==> src/conv_port_pkg.sv <==
// Constants for the parallel conversion port of a 16-bit sampling converter.
// Assumes a single 40 MHz core clock; the analog side is modelled digitally.
// What this block does
// - Chip select falling with read/convert low holds the sample and starts conversion.
// - During conversion result outputs stay high impedance and busy stays low.
// - Result is driven near the end, busy rises at least 25 ns later.
// - After conversion the sampling stage returns to track and acquires input.
// - When idle or finishing, outputs enabled while read/convert high and select low.
// - Both selects low 250 ns after busy rises start a new conversion.
// - Select low then read/convert low also starts a conversion.
// - Select raised early keeps outputs off at completion; result read later.
// - Read/convert left low and select raised keeps result for a later read.
// - Results are 16-bit two's complement, 7fff top, 8000 bottom.
// - A convert request during a running conversion is ignored.
// - Outputs are high impedance when select high, read/convert low, or converting.
package conv_port_pkg;
  localparam int  CLK_MHZ         = 40;
  localparam int  CLK_PERIOD_PS   = 1000000 / CLK_MHZ;
  localparam int  CONV_TIME_NS    = 3300;
  localparam int  CONV_CYCLES     = (CONV_TIME_NS * 1000) / CLK_PERIOD_PS;
  localparam int  VALID_LEAD_NS   = 25;
  localparam int  VALID_LEAD_CYC  = (VALID_LEAD_NS * 1000 + CLK_PERIOD_PS - 1) / CLK_PERIOD_PS;
  localparam int  RESTART_NS      = 250;
  localparam int  RESTART_CYC     = (RESTART_NS * 1000) / CLK_PERIOD_PS;
  localparam int  RESULT_W        = 16;
  localparam int  CNT_W           = 8;
  localparam logic [15:0] RESULT_RESET = 16'h0000;
  localparam logic [15:0] POS_FULL     = 16'h7fff;
  localparam logic [15:0] NEG_FULL     = 16'h8000;

  typedef enum logic [1:0] {
    ST_TRACK   = 2'b00,
    ST_CONVERT = 2'b01,
    ST_PRESENT = 2'b10
  } conv_state_t;
endpackage

==> src/conv_port.sv <==
// Conversion control and tri-state result port of a 16-bit sampling converter.
// Assumes select pins come from off-chip and are synchronised here;
// the sampled analog value arrives as a signed word on sample_word.
`timescale 1ns/1ps
module conv_port
  import conv_port_pkg::*;
#(
  parameter int CONV_CYC  = conv_port_pkg::CONV_CYCLES,
  parameter int LEAD_CYC  = conv_port_pkg::VALID_LEAD_CYC
) (
  input  wire logic                 core_clk,
  input  wire logic                 arst_n,
  input  wire logic                 clk_en,
  input  wire logic                 chip_sel_n,
  input  wire logic                 read_conv,
  input  wire logic signed [15:0]   sample_word,
  output logic                      busy_n,
  output logic                      hold,
  output logic [15:0]               result_bits_out,
  output logic [15:0]               result_bits_oe_n
);
  import conv_port_pkg::*;

  // Three-stage synchronisers for the pin inputs
  logic [2:0] cs_sync;
  logic [2:0] rc_sync;
  logic [2:0] next_cs_sync;
  logic [2:0] next_rc_sync;
  logic       cs_n_q;
  logic       rc_q;
  logic       next_cs_n_q;
  logic       next_rc_q;

  always_comb begin
    next_cs_sync = {cs_sync[1:0], chip_sel_n};
    next_rc_sync = {rc_sync[1:0], read_conv};
    // Change accepted only when stages two and three agree
    next_cs_n_q  = (cs_sync[1] == cs_sync[2]) ? cs_sync[2] : cs_n_q;
    next_rc_q    = (rc_sync[1] == rc_sync[2]) ? rc_sync[2] : rc_q;
  end

  always_ff @(posedge core_clk or negedge arst_n) begin
    if (!arst_n) begin
      cs_sync <= 3'h7;
      rc_sync <= 3'h7;
      cs_n_q  <= 1'b1;
      rc_q    <= 1'b1;
    end else if (clk_en) begin
      cs_sync <= next_cs_sync;
      rc_sync <= next_rc_sync;
      cs_n_q  <= next_cs_n_q;
      rc_q    <= next_rc_q;
    end
  end

  // Start request: both low now, not both low before; covers either order
  logic both_low;
  logic both_low_d;
  logic start_req;
  assign both_low  = !cs_n_q && !rc_q;
  assign start_req = both_low && !both_low_d;

  // Converter state, cycle counter and result capture
  conv_state_t state;
  conv_state_t next_state;
  logic [CNT_W-1:0] cnt;
  logic [CNT_W-1:0] next_cnt;
  logic             next_busy_n;
  logic             next_hold;
  logic             next_both_low_d;
  logic             store_wr;
  logic [15:0]      stored;

  function automatic logic [CNT_W-1:0] cyc(input int n);
    cyc = CNT_W'(n);
  endfunction

  always_comb begin
    next_state      = state;
    next_cnt        = cnt;
    next_busy_n     = busy_n;
    next_hold       = hold;
    store_wr        = 1'b0;
    next_both_low_d = both_low;
    case (state)
      ST_TRACK: begin
        if (start_req) begin
          next_state  = ST_CONVERT;
          next_hold   = 1'b1;
          next_busy_n = 1'b0;
          next_cnt    = '0;
        end
      end
      ST_CONVERT: begin
        // Requests in here are ignored; edge memory keeps tracking
        next_cnt = cnt + cyc(1);
        if (cnt == cyc(CONV_CYC - LEAD_CYC - 1)) begin
          store_wr   = 1'b1;
          next_state = ST_PRESENT;
          next_cnt   = '0;
        end
      end
      ST_PRESENT: begin
        // Data already valid; busy waits the lead time
        next_cnt = cnt + cyc(1);
        if (cnt == cyc(LEAD_CYC - 1)) begin
          next_busy_n = 1'b1;
          next_hold   = 1'b0;
          next_state  = ST_TRACK;
          // Selects still low after busy rises restart: leave both_low_d low
          next_both_low_d = 1'b0;
        end
      end
      default: begin
        next_state  = ST_TRACK;
        next_busy_n = 1'b1;
        next_hold   = 1'b0;
      end
    endcase
  end

  // A restart is armed when busy rises; it fires only if selects stay low
  // for the restart window, checked by a small counter
  logic [CNT_W-1:0] rst_win;
  logic [CNT_W-1:0] next_rst_win;
  logic             armed;
  logic             next_armed;
  logic             start_eff;

  always_comb begin
    next_rst_win = rst_win;
    next_armed   = armed;
    if (state == ST_PRESENT && next_state == ST_TRACK) begin
      next_armed   = 1'b1;
      next_rst_win = '0;
    end else if (armed) begin
      if (!both_low) begin
        next_armed = 1'b0;
      end else begin
        next_rst_win = rst_win + cyc(1);
      end
    end
  end

  // Suppress the immediate restart until the window expires
  assign start_eff = armed && (rst_win < cyc(RESTART_CYC));

  always_ff @(posedge core_clk or negedge arst_n) begin
    if (!arst_n) begin
      state      <= ST_TRACK;
      cnt        <= '0;
      busy_n     <= 1'b1;
      hold       <= 1'b0;
      both_low_d <= 1'b0;
      rst_win    <= '0;
      armed      <= 1'b0;
    end else if (clk_en) begin
      state      <= (state == ST_TRACK && start_eff) ? ST_TRACK : next_state;
      cnt        <= next_cnt;
      busy_n     <= (state == ST_TRACK && start_eff) ? 1'b1 : next_busy_n;
      hold       <= (state == ST_TRACK && start_eff) ? 1'b0 : next_hold;
      both_low_d <= (state == ST_TRACK && start_eff) ? 1'b0 : next_both_low_d;
      rst_win    <= next_rst_win;
      armed      <= next_armed;
    end
  end

  // Result held until the next conversion; read any time later
  result_store #(.WIDTH(RESULT_W)) u_store (
    .core_clk (core_clk),
    .arst_n   (arst_n),
    .clk_en   (clk_en),
    .wr_en    (store_wr && clk_en),
    .wr_data  (sample_word),
    .rd_data  (stored)
  );

  // Output enable: only while read select and chip select allow and not mid-conversion
  logic        drive;
  logic        next_drive;
  logic [15:0] next_out;
  always_comb begin
    next_drive = rc_q && !cs_n_q && (next_state != ST_CONVERT);
    next_out   = (next_state == ST_PRESENT) ? sample_word : stored;
  end

  always_ff @(posedge core_clk or negedge arst_n) begin
    if (!arst_n) begin
      drive            <= 1'b0;
      result_bits_out  <= RESULT_RESET;
      result_bits_oe_n <= 16'hffff;
    end else if (clk_en) begin
      drive            <= next_drive;
      result_bits_out  <= store_wr ? sample_word : next_out;
      result_bits_oe_n <= {16{~next_drive}};
    end
  end

  // Length of each busy-low stretch, counted only on enabled cycles
  logic [CNT_W-1:0] busy_low_len;
  logic [CNT_W-1:0] next_busy_low_len;

  always_comb begin
    next_busy_low_len = busy_n ? '0 : busy_low_len + cyc(1);
  end

  always_ff @(posedge core_clk or negedge arst_n) begin
    if (!arst_n) begin
      busy_low_len <= '0;
    end else if (clk_en) begin
      busy_low_len <= next_busy_low_len;
    end
  end
endmodule // conv_port

==> src/result_store.sv <==
// Holds the latest conversion result in a register.
// Assumes writes come from the converter control on the same clock.
`timescale 1ns/1ps
module result_store #(
  parameter int WIDTH = 16
) (
  input  wire logic             core_clk,
  input  wire logic             arst_n,
  input  wire logic             clk_en,
  input  wire logic             wr_en,
  input  wire logic [WIDTH-1:0] wr_data,
  output logic      [WIDTH-1:0] rd_data
);
  logic [WIDTH-1:0] next_rd_data;

  // Keep old word unless a new one is written
  always_comb begin
    next_rd_data = wr_en ? wr_data : rd_data;
  end

  always_ff @(posedge core_clk or negedge arst_n) begin
    if (!arst_n) begin
      rd_data <= '0;
    end else if (clk_en) begin
      rd_data <= next_rd_data;
    end
  end
endmodule // result_store

==> config.mk <==
export PLATFORM = sky130hd
export DESIGN_NAME = conv_port
export DESIGN_NICKNAME = d
export VERILOG_FILES = /design/src/conv_port_pkg.sv /design/src/conv_port.sv /design/src/result_store.sv
export SDC_FILE = /design/constraint.sdc
export NUM_CORES = 1
export LEC_CHECK = 0
export ABC_AREA = 1
export BUFFER_PORTS_ARGS = -buffer_cell sky130_fd_sc_hd__buf_2
export CAP_MARGIN = 20
export CELL_PAD_IN_SITES_DETAIL_PLACEMENT = 0
export CELL_PAD_IN_SITES_GLOBAL_PLACEMENT = 1
export CORE_MARGIN = 4
export CORE_UTILIZATION = 40
export CTS_CLUSTER_SIZE = 12
export DETAILED_ROUTE_END_ITERATION = 10
export GPL_TIMING_DRIVEN = 0
export PLACE_DENSITY_LB_ADDON = 0.1
export SLEW_MARGIN = 15
export SYNTH_ARGS = -nofsm -noshare
export SYNTH_HDL_FRONTEND = slang
export SYNTH_HIERARCHICAL = 1
export SYNTH_SLANG_ARGS = --single-unit
export TNS_END_PERCENT = 10
==> constraint.sdc <==
create_clock -name core_clk -period 2.3 [get_ports core_clk]
set_clock_uncertainty 0.15 [all_clocks]
set_input_delay 0.345 -clock core_clk [delete_from_list [all_inputs] [get_ports core_clk]]
set_output_delay 0.345 -clock core_clk [all_outputs]
set_load 0.005 [all_outputs]
==> impl_summary.txt, run 1 <==
----------------------------------------------------
[Floorplanning]
  Width of the die ... 101 um
  Starting density of the core ... 41.6%
  Core footprint ... 0.00834 sq mm
  Number of rows in the core area ... 33
  I/O pin count ... 55
  Vertical extent of the die ... 101 um
  Area of the die ... 0.0102 sq mm

[Final layout]
  Number of fillers in the final layout ... 854
  Layout Nets ... 541
  Sequential cell area ... 0.00159 sq mm
  Final core utilization ... 50.9%
  Commonest non-fill, non-tap cell in the layout ... sky130_fd_sc_hd__nand2_1
  Most frequent cells in the layout ... sky130_fd_sc_hd__nand2_1, sky130_fd_sc_hd__inv_1, sky130_fd_sc_hd__nand3_1
  Share of post-route cells with drive strength above 1 ... 27.3%
  Area of all placed cells without fillers ... 0.00425 sq mm
  Multi-input combinational cell area ... 0.00143 sq mm
  Area growth syn-to-layout ... 22.4%
  Total inserted antenna cells ... 0

[Critical path]
  Bufs and invs on worst path ... 2
  Critical-path maximum fanout ... 10
  Family with the most delay on the worst path ... simple AND/OR/NAND/NOR gates
  Kind of start point of the critical path ... flip-flop
  Levels on crit path ... 12
  Worst path cell trace ... inv_2 > ha_1 > nand3_1 > nor2_2 > nand2_4 > a21oi_4 > nand3_4 > nand2_4 > buf_8 > nand2_1 > nand3_1 > nand2_1
  Nature of the critical path endpoint ... flip-flop
  Worst reg-to-reg path cell count ... 12
  Worst R2R Setup Slack ... 180 ps
  Critical Path Slowest Stage Cell ... sky130_fd_sc_hd__dfrtp_1
  Required time reported for the critical path endpoint ... 2380 ps
  Crit path kind ... flip-flop to flip-flop
  Critical path data arrival time ... 2200 ps
  Longest individual stage delay on the worst path ... 410 ps

[GRT]
  GR met3 Demand/Resource ... 4.48%
  Fraction of met1 tracks used by global routing ... 24.1%
  Total congestion overflow ... 0
  Global-route usage over all layers ... 17.0%
  Peak-usage layer in the global routing report ... met2
  Met2 usage in global routing ... 25.6%
  First-pass GRT wire length ... 13,800 um
  Largest net degree at the start of global routing ... 45
  Via count of the first global-routing pass ... 2,857
  Number of antenna violations at the first check in global routing ... 1

[Logic synthesis]
  Synthesis-stage register bit count ... 63
  Top cells by area, synth ... sky130_fd_sc_hd__dfrtp_1, sky130_fd_sc_hd__nand2_1, sky130_fd_sc_hd__nand3_1
  Total standard cell area after synthesis ... 0.00347 sq mm
  Area share of xor/xnor cells in the synthesized design ... 2.02%
  Gate Count Post-Synth ... 430
  Synth Area in Compound Gates ... 5.05%
  Post-synthesis mux area share ... 0%
  Post-Synth Adder-Cell Area ... 3.25%
  Number of nets in the synthesized netlist ... 460
  Simple-gate portion of the synthesized area ... 30.5%
  Mapped Avg Cell Area ... 8.07 sq um
  Count of different cell masters after synthesis ... 37
  Register area share after synthesis ... 45.8%
  Number of flops mapped to enable cells by yosys ... 0
  Dominant combinational cell family by area after synthesis ... simple AND/OR/NAND/NOR gates
  Share of the synthesized area in the top cell type ... 38.2%
  Largest area contributor in the synthesized netlist ... sky130_fd_sc_hd__dfrtp_1
  Synth warnings ... 6
  Commonest register cell after synthesis ... sky130_fd_sc_hd__dfrtp_1
  Synth async-reset ratio ... 100%

[Worst hold path]
  Hold Path Class ... primary input to flip-flop
  Cell depth of the worst min-delay path ... 3

[Route]
  Drt wl/cell ... 13.1 um
  DRT Pass-1 Iters ... 4
  Routed WL ... 8120 um
  Post-detailed-route count of antenna-violating nets ... 0
  Number of vias per cell after detailed routing ... 4.65
  Residual DRC count ... 0
  DRT iter0 DRCs ... 99
  Via count ... 2,890

[Pwr]
  VDD IR-drop max ... 0.289 mV
  Leakage power figure ... 2.31 nW
  Power density over cell area ... 725 mW/mm^2

[Run status]
  Result of the run ... finished, final reports clean

[STA]
  Final critical-path share of the clock period ... 92.3%
  Maximum clock frequency ... 471 MHz
  Slew at the pin with the worst max-slew slack ... 620 ps
  Max-slew violation count ... 0
  Final Hold Vio Count ... 0
  Total setup violations reported at the end of the flow ... 0
  Slew margin rel. ... 58.5%
  Final worst path period need ... 2120 ps

[CTS]
  Clk buf depth ... 2
  Number of H-tree levels ... 3
  Clock Tree Root ... sky130_fd_sc_hd__clkbuf_8
  CTS sink count ... 63
  Clock tree from TritonCTS ... built
  Clock transition at path regs ... 70 ps
  Num CTS Buffers ... 9
  Insertion delay to the later sink of the worst-skew pair ... 330 ps

[Job]
  Count of maximum capacitance violations ... 0

[Placement]
  Post-Place Cell Area ... 0.00390 sq mm
  Post-detail-place hpwl ... 5720 um
  Port Buf Inserts ... 54
  Weighted congestion at the end of routability-driven global placement ... 0.788

----------------------------------------------------
-- layout make-up --
cell class,count,area share (%)
multi-input combinational,275,33.7
timing repair buffer,70,9.78
clock inverter,7,2.06
buffer,29,5.48
sequential,63,37.4
inverter,63,5.57
clock buffer,9,2.92
tap,105,3.09
-- synthesized netlist by cell type, types with 2 or more instances --
cell and n:
sky130_fd_sc_hd__inv_1 62, sky130_fd_sc_hd__dfrtp_1 53, sky130_fd_sc_hd__dfstp_2 10, sky130_fd_sc_hd__o31ai_1 3, sky130_fd_sc_hd__a21oi_1 5, sky130_fd_sc_hd__buf_6 2
sky130_fd_sc_hd__buf_8 2, sky130_fd_sc_hd__nand2_2 5, sky130_fd_sc_hd__nor3b_1 2, sky130_fd_sc_hd__nand2_4 3, sky130_fd_sc_hd__nor3_1 6, sky130_fd_sc_hd__xor2_1 6
sky130_fd_sc_hd__clkbuf_8 2, sky130_fd_sc_hd__buf_2 2, sky130_fd_sc_hd__nor2_1 17, sky130_fd_sc_hd__o21ai_0 14, sky130_fd_sc_hd__nand2_1 120, sky130_fd_sc_hd__nand4_1 9
sky130_fd_sc_hd__xnor2_1 2, sky130_fd_sc_hd__o22ai_1 2, sky130_fd_sc_hd__nor2_2 2, sky130_fd_sc_hd__nand3_1 59, sky130_fd_sc_hd__nand3b_1 2, sky130_fd_sc_hd__ha_1 9
sky130_fd_sc_hd__clkbuf_1 4, sky130_fd_sc_hd__buf_4 16
-- routing by layer --
metal  share of wire, %  vias to the layer above
met3                6.7                        9
li1                   -                     1511
met2                 44                       70
met1                 48                     1298
met5               0.15                        -
met4               0.99                        2
-- sequential cells by signal, indices dropped and copies added, names as in the netlist --
| signal | flops |
|---|---|
| result_bits_out | 16 |
| u_store/rd_data | 16 |
| cnt | 8 |
| rst_win | 8 |
| cs_sync | 3 |
| rc_sync | 3 |
| state | 2 |
| armed | 1 |
| both_low_d | 1 |
| busy_n | 1 |
| cs_n_q | 1 |
| hold | 1 |
| rc_q | 1 |
| result_bits_oe_n | 1 |
-- logic make-up (layout without fill, tap and decap cells) --
family	Yosys count	after routing
AND/OR/NAND/NOR	229	229
flip-flops	63	63
XOR/XNOR	8	8
AO/OA/AOI/OAI	29	29
adder cells (fa/ha/maj)	9	9
buffers and inverters	92	178
-- worst register-to-register path: stages, from the launching register on --
cell and delay, ps:
sky130_fd_sc_hd__dfrtp_1 410, sky130_fd_sc_hd__inv_2 80, sky130_fd_sc_hd__ha_1 140, sky130_fd_sc_hd__nand3_1 120, sky130_fd_sc_hd__nor2_2 150, sky130_fd_sc_hd__nand2_4 110, sky130_fd_sc_hd__a21oi_4 210, sky130_fd_sc_hd__nand3_4 150
sky130_fd_sc_hd__nand2_4 140, sky130_fd_sc_hd__buf_8 140, sky130_fd_sc_hd__nand2_1 60, sky130_fd_sc_hd__nand3_1 100, sky130_fd_sc_hd__nand2_1 60
-- metrics by stage --
step	setup TNS, ps	std cells	setup WS, ps	total power, mW	hold WS (ps)
6_report	0	621	177	3.08	69.6
2_1_floorplan	0	430	307	1.77	-101
5_1_grt	-12.6	621	-12.6	3.29	79.6
3_3_place_gp	0	589	28.5	2.00	303
4_1_cts	0	607	3.23	3.09	53.6
3_5_place_dp	0	590	16.0	2.01	109
-- what timing repair did --
action | CTS | global route
hold buffers | 1 | 0
setup buffers | 0 | 14
hold endpoints to repair | 19 | 0
endpoints found under the setup margin | 0 | 44
gates resized for setup | 0 | 11
-- path summary, 6_finish.rpt --
check | startpoint | end
max reg2reg | cnt[0] | result_bits_out[11]
min in group asynchronous | arst_n | cnt[6]
max | cnt[0] | result_bits_out[11]
min | read_conv | rc_sync[0]
min reg2reg | hold | hold
max in group asynchronous | arst_n | rc_sync[2]
-- power by group --
group / switching [mW] / internal (mW) / total (mW)
sequential: 0.0844 / 1.23 / 1.32
combinational: 0.396 / 0.317 / 0.713
clock: 0.445 / 0.602 / 1.05
total: 0.926 / 2.15 / 3.08
No activity file was read; power rests on OpenSTA's default activity.
==> run 2, diff against run 1 <==
--- a/config.mk
+++ b/config.mk
@@ -16,6 +16,7 @@
 export DETAILED_ROUTE_END_ITERATION = 10
 export GPL_TIMING_DRIVEN = 0
 export PLACE_DENSITY_LB_ADDON = 0.1
+export RECOVER_POWER = 50
 export SLEW_MARGIN = 15
 export SYNTH_ARGS = -nofsm -noshare
 export SYNTH_HDL_FRONTEND = slang
==> run 2 against run 1 <==
- clock power barely moved
- non-clock buffer count did not move
- utilization fell by 0.12 points
- power fell by 0.18%
- first-iteration DRC count rose by 5.1%
- sequential cell count did not move
- cell area fell by 0.24%
- critical endpoint unchanged
==> impl_summary.txt, run 2 (synthesized netlist as in run 1, its figures left out) <==
----------------------------------------------------
[CTS]
  CTS sink count ... 63
  Insertion delay to the later sink of the worst-skew pair ... 330 ps
  Num CTS Buffers ... 9
  Clk buf depth ... 2
  Number of H-tree levels ... 3
  Clock Tree Root ... sky130_fd_sc_hd__clkbuf_8
  Clock tree from TritonCTS ... built
  Clock transition at path regs ... 70 ps

[Floorplanning]
  Core footprint ... 0.00834 sq mm
  Vertical extent of the die ... 101 um
  I/O pin count ... 55
  Width of the die ... 101 um
  Area of the die ... 0.0102 sq mm
  Starting density of the core ... 41.6%
  Number of rows in the core area ... 33

[Critical path]
  Required time reported for the critical path endpoint ... 2370 ps
  Critical Path Slowest Stage Cell ... sky130_fd_sc_hd__dfrtp_1
  Crit path kind ... flip-flop to flip-flop
  Nature of the critical path endpoint ... flip-flop
  Worst reg-to-reg path cell count ... 12
  Startpoint of the worst register-to-register path ... cnt[0]
  Bufs and invs on worst path ... 2
  Longest individual stage delay on the worst path ... 410 ps
  Worst R2R Setup Slack ... 170 ps
  Critical-path maximum fanout ... 10
  Family with the most delay on the worst path ... simple AND/OR/NAND/NOR gates
  Worst path cell trace ... inv_2 > ha_1 > nand3_1 > nor2_2 > nand2_4 > a21oi_4 > nand3_4 > nand2_4 > buf_8 > nand2_1 > nand3_1 > nand2_1
  Worst r2r dst ... result_bits_out[11]
  Critical path data arrival time ... 2200 ps
  Kind of start point of the critical path ... flip-flop

[Worst hold path]
  Hold Path Class ... primary input to flip-flop
  Cell depth of the worst min-delay path ... 3
  Terminating pin of the worst hold path ... rc_sync[0]
  Worst hold start ... read_conv

[GRT]
  Global-route usage over all layers ... 17.0%
  Total congestion overflow ... 0
  Largest net degree at the start of global routing ... 45
  Via count of the first global-routing pass ... 2,857
  First-pass GRT wire length ... 13,800 um
  Number of antenna violations at the first check in global routing ... 1

[STA]
  Final worst path period need ... 2130 ps
  Slew margin rel. ... 16.2%
  Slew at the pin with the worst max-slew slack ... 1260 ps
  Max-slew violation count ... 0
  Maximum clock frequency ... 471 MHz
  Total setup violations reported at the end of the flow ... 0
  Final Hold Vio Count ... 0
  Final WS setup ... 175 ps
  Final critical-path share of the clock period ... 92.4%

[Pwr]
  VDD IR-drop max ... 0.288 mV
  Power after layout ... 3.07 mW
  Leakage power figure ... 2.29 nW
  Power density over cell area ... 725 mW/mm^2

[Placement]
  Weighted congestion at the end of routability-driven global placement ... 0.788
  Placed cell count ... 590
  Post-placement setup slack ... 16.0 ps
  Port Buf Inserts ... 54
  Post-detail-place hpwl ... 5720 um

[Route]
  Post-detailed-route count of antenna-violating nets ... 0
  Routed WL ... 8100 um
  Residual DRC count ... 0
  DRT Pass-1 Iters ... 4
  Drt wl/cell ... 13.0 um
  Number of vias per cell after detailed routing ... 4.65
  DRT iter0 DRCs ... 104
  Via count ... 2,887

[Final layout]
  Most frequent cells in the layout ... sky130_fd_sc_hd__nand2_1, sky130_fd_sc_hd__inv_1, sky130_fd_sc_hd__nand3_1
  Layout Cells excl Fill ... 621
  Total inserted antenna cells ... 0
  Commonest non-fill, non-tap cell in the layout ... sky130_fd_sc_hd__nand2_1
  Area growth syn-to-layout ... 22.1%
  Share of post-route cells with drive strength above 1 ... 26.2%
  Layout Nets ... 541
  Biggest registers after layout ... result_bits_out x16, u_store/rd_data x16
  Final core utilization ... 50.8%

[Run status]
  Result of the run ... finished, final reports clean

[Job]
  Count of maximum capacitance violations ... 0

----------------------------------------------------
## run 2: cell types whose count changed in the layout (fill, tap and decap cells not counted)
cell,before,now
sky130_fd_sc_hd__buf_4,32,31
sky130_fd_sc_hd__clkbuf_1,4,10
sky130_fd_sc_hd__buf_2,55,50
## run 2: how the worst max path moves through the flow
stage | slack (ps) | from | to | depth (start not counted)
floorplan | 310 | cnt[0] | u_store/rd_data[10] | 12
global placement | 30 | cnt[0] | u_store/rd_data[11] | 12
detailed placement | 20 | cnt[0] | u_store/rd_data[4] | 12
CTS | 3 | cnt[0] | u_store/rd_data[9] | 12
global route | -10 | cnt[0] | result_bits_out[11] | 12
finish | 170 | cnt[0] | result_bits_out[11] | 12
## run 2: final cells by class
class | count | area (sq um)
plain buffers | 29 | 231
multi-input cells | 275 | 1430
clock buffers | 9 | 124
fillers | 856 | 4100
clock inverters | 7 | 87.6
repair buffers | 70 | 407
well taps | 105 | 131
flip-flops and latches | 63 | 1590
inverters | 63 | 236
## run 2: repair_timing
item / in CTS / in global routing
buffers inserted: 0 / 14
setup endpoints to repair: 0 / 44
gates resized for setup: 0 / 11
endpoints found under the hold margin: 19 / 0
hold buffers: 1 / 0
## run 2: metrics by stage
| step | hold slack [ps] | area, sq um | TNS, ps |
|---|---|---|---|
| after floorplan | -101 | 3470 | 0 |
| after global placement | 303 | 3870 | 0 |
| after detailed placement | 109 | 3900 | 0 |
| after CTS | 53.6 | 4120 | 0 |
| after global routing | 79.6 | 4240 | -12.6 |
| final | 72.2 | 4240 | 0 |
## run 2: tightest hold or removal path: cells and delay by family
family / cells / cell delay, ps
AO/OA/AOI/OAI: 1 / 60
buffers and inverters: 1 / 70
AND/OR/NAND/NOR: 1 / 40
## run 2: power breakdown
group | switching (mW) | internal (mW) | total [mW]
registers | 0.0845 | 1.23 | 1.32
logic | 0.396 | 0.315 | 0.710
clock network | 0.443 | 0.602 | 1.05
## run 2: routing by layer
layer | routed length [um] | share of wire (%) | global-route usage [%] | up-vias
met4 | 64 | 0.79 | 4.91 | 2
met3 | 511 | 6.3 | 4.48 | 6
met1 | 3930 | 48 | 24.1 | 1302
li1 | - | - | - | 1512
met5 | 12 | 0.15 | 0 | -
met2 | 3580 | 44 | 25.6 | 65
==> run 3, diff against run 2 <==
--- a/config.mk
+++ b/config.mk
@@ -15,7 +15,7 @@
 export CTS_CLUSTER_SIZE = 12
 export DETAILED_ROUTE_END_ITERATION = 10
 export GPL_TIMING_DRIVEN = 0
-export PLACE_DENSITY_LB_ADDON = 0.1
+export PLACE_DENSITY = 0.86
 export RECOVER_POWER = 50
 export SLEW_MARGIN = 15
 export SYNTH_ARGS = -nofsm -noshare
==> constraint.sdc (replaced) <==
create_clock -name core_clk -period 2.55 [get_ports core_clk]
set_clock_uncertainty 0.15 [all_clocks]
set_input_delay 0.3825 -clock core_clk [delete_from_list [all_inputs] [get_ports core_clk]]
set_output_delay 0.3825 -clock core_clk [all_outputs]
set_load 0.005 [all_outputs]
==> run 3 against run 2 <==
- critical path depth unchanged
- combinational power down 14%
- global-route usage is 1.1 points lower
- cell count decreased by 2.4%
- via count down 0.28%
- worst setup slack improved by 110 ps
- wire length fell by 6.2%
- die area stayed put
- sequential share of layout area is 1.5 points higher
- power decreased by 13%
- cell area shrank 3.8%
- count of clock-buffer cells in the layout grew 3
- critical endpoint is now u_store/rd_data[7]
- highest routed layer is now met4
==> impl_summary.txt, run 3 (synthesized netlist as in run 1, its figures left out) <==
----------------------------------------------------
[Placement]
  Weighted congestion at the end of routability-driven global placement ... 0.868
  Post-detail-place hpwl ... 5540 um
  Placed cell count ... 590
  Port Buf Inserts ... 54
  Post-placement setup slack ... 278 ps
  Post-Place Cell Area ... 0.00390 sq mm

[GRT]
  Total congestion overflow ... 0
  Via count of the first global-routing pass ... 2,818
  Largest net degree at the start of global routing ... 47
  First-pass GRT wire length ... 12,900 um
  Number of antenna violations at the first check in global routing ... 0
  Global-route usage over all layers ... 15.9%

[Route]
  Via count ... 2,879
  Number of vias per cell after detailed routing ... 4.75
  Residual DRC count ... 0
  Routed WL ... 7590 um
  Drt wl/cell ... 12.5 um
  Post-detailed-route count of antenna-violating nets ... 0
  DRT Pass-1 Iters ... 4
  DRT iter0 DRCs ... 126

[Final layout]
  Area growth syn-to-layout ... 17.5%
  Biggest registers after layout ... result_bits_out x16, u_store/rd_data x16
  Area of all placed cells without fillers ... 0.00408 sq mm
  Total inserted antenna cells ... 0
  Most frequent cells in the layout ... sky130_fd_sc_hd__nand2_1, sky130_fd_sc_hd__inv_1, sky130_fd_sc_hd__nand3_1
  Number of fillers in the final layout ... 839
  Commonest non-fill, non-tap cell in the layout ... sky130_fd_sc_hd__nand2_1
  Final core utilization ... 48.9%
  Layout Cells excl Fill ... 606
  Layout Nets ... 527
  Share of post-route cells with drive strength above 1 ... 22.2%

[STA]
  Maximum clock frequency ... 441 MHz
  Slew margin rel. ... 32.4%
  Final Hold Vio Count ... 0
  Smallest hold slack ... 107 ps
  Post-route setup TNS ... 0 ps
  Total setup violations reported at the end of the flow ... 0
  RSZ-0062 raised after global routing ... false
  Final worst path period need ... 2270 ps
  Final critical-path share of the clock period ... 88.9%
  Max-slew violation count ... 0
  Slew at the pin with the worst max-slew slack ... 1010 ps
  Final WS setup ... 284 ps

[CTS]
  Number of setup buffers added after CTS ... 0
  Clock tree from TritonCTS ... built
  Clock Tree Root ... sky130_fd_sc_hd__clkbuf_8
  Clk buf depth ... 2
  Number of H-tree levels ... 3
  Insertion delay to the later sink of the worst-skew pair ... 340 ps
  Clock transition at path regs ... 70 ps
  Num CTS Buffers ... 9
  CTS sink count ... 63

[Critical path]
  Critical path data arrival time ... 2350 ps
  Worst reg-to-reg path cell count ... 12
  Crit path kind ... flip-flop to flip-flop
  Required time reported for the critical path endpoint ... 2640 ps
  Worst R2R Setup Slack ... 280 ps
  Kind of start point of the critical path ... flip-flop
  Critical-path maximum fanout ... 10
  Nature of the critical path endpoint ... flip-flop

[Pwr]
  Switching fraction of total power ... 30.3%
  Sequential group share of total power ... 44.2%
  Leakage power figure ... 2.20 nW
  Power share of the clock group ... 33.1%
  Power after layout ... 2.68 mW
  VDD IR-drop max ... 0.368 mV
  Internal portion of total power ... 1.87 mW
  Combinational fraction of design power ... 22.8%
  Power density over cell area ... 658 mW/mm^2
  Psw ... 0.813 mW

[Worst hold path]
  Hold Path Class ... primary input to flip-flop
  Cell depth of the worst min-delay path ... 3

[Floorplanning]
  Number of rows in the core area ... 33
  Vertical extent of the die ... 101 um
  Width of the die ... 101 um
  Core footprint ... 0.00834 sq mm
  Starting density of the core ... 41.6%
  Area of the die ... 0.0102 sq mm
  I/O pin count ... 55

[Run status]
  Result of the run ... finished, final reports clean

[Job]
  Count of maximum capacitance violations ... 0

----------------------------------------------------
run 3: changes by cell type in the layout (fill, tap and decap cells not counted), moves of 2 or more:
cell                       previous run  this run
sky130_fd_sc_hd__inv_2                3         0
sky130_fd_sc_hd__clkbuf_1            10        12
sky130_fd_sc_hd__inv_1               59        62
sky130_fd_sc_hd__clkbuf_8            11        13
sky130_fd_sc_hd__clkinv_2             4         1
sky130_fd_sc_hd__buf_4               31        16
run 3: cell type report:
cell class	count	area (sq um)	area share (%)
Sequential cell	63	1590	39.0
Clock buffer	12	155	3.80
Multi-Input combinational cell	275	1420	34.7
Inverter	63	236	5.80
Clock inverter	3	42.5	1.04
Buffer	29	228	5.58
Timing Repair Buffer	56	280	6.87
Tap cell	105	131	3.22
run 3: power groups by stage:
stage | combinational (mW) | sequential [mW] | clock, mW
final | 0.611 | 1.18 | 0.887
after global routing | 0.695 | 1.20 | 0.956
after CTS | 0.627 | 1.19 | 0.907
after detailed placement | 0.624 | 1.20 | 0
after global placement | 0.598 | 1.20 | 0
after floorplan | 0.401 | 1.19 | 0
run 3: worst paths after layout:
check | start | end
setup / recovery | cnt[0] | u_store/rd_data[7]
hold / removal | read_conv | rc_sync[0]
setup reg to reg | cnt[0] | u_store/rd_data[7]
hold reg to reg | u_store/rd_data[13] | u_store/rd_data[13]
max in group asynchronous | arst_n | result_bits_out[5]
min in group asynchronous | arst_n | result_bits_out[6]
run 3: per-layer routing:
| layer | part of all wire [%] | up-vias | GRT usage (%) |
|---|---|---|---|
| met5 | 0 | - | 0 |
| met2 | 44 | 65 | 24.0 |
| met3 | 4.9 | 8 | 2.89 |
| met4 | 1.7 | 0 | 7.26 |
| li1 | - | 1479 | - |
| met1 | 49 | 1327 | 22.3 |
run 3: timing repair:
action / 4_1_cts / 5_1_grt
hold buffers: 1 / 0
gates resized for setup: 0 / 0
hold endpoints to repair: 17 / 0
run 3: worst max-delay path, stage by stage (launching register included):
cell                      delay (ps)
sky130_fd_sc_hd__dfrtp_1         390
sky130_fd_sc_hd__inv_1           120
sky130_fd_sc_hd__ha_1            160
sky130_fd_sc_hd__nand3_1         110
sky130_fd_sc_hd__nor2_2          160
sky130_fd_sc_hd__nand2_4         130
sky130_fd_sc_hd__buf_1           260
sky130_fd_sc_hd__nor2_1          180
sky130_fd_sc_hd__buf_6           170
sky130_fd_sc_hd__nand2_8          70
sky130_fd_sc_hd__buf_8           140
sky130_fd_sc_hd__nand2_1          60
sky130_fd_sc_hd__nand2_1          50
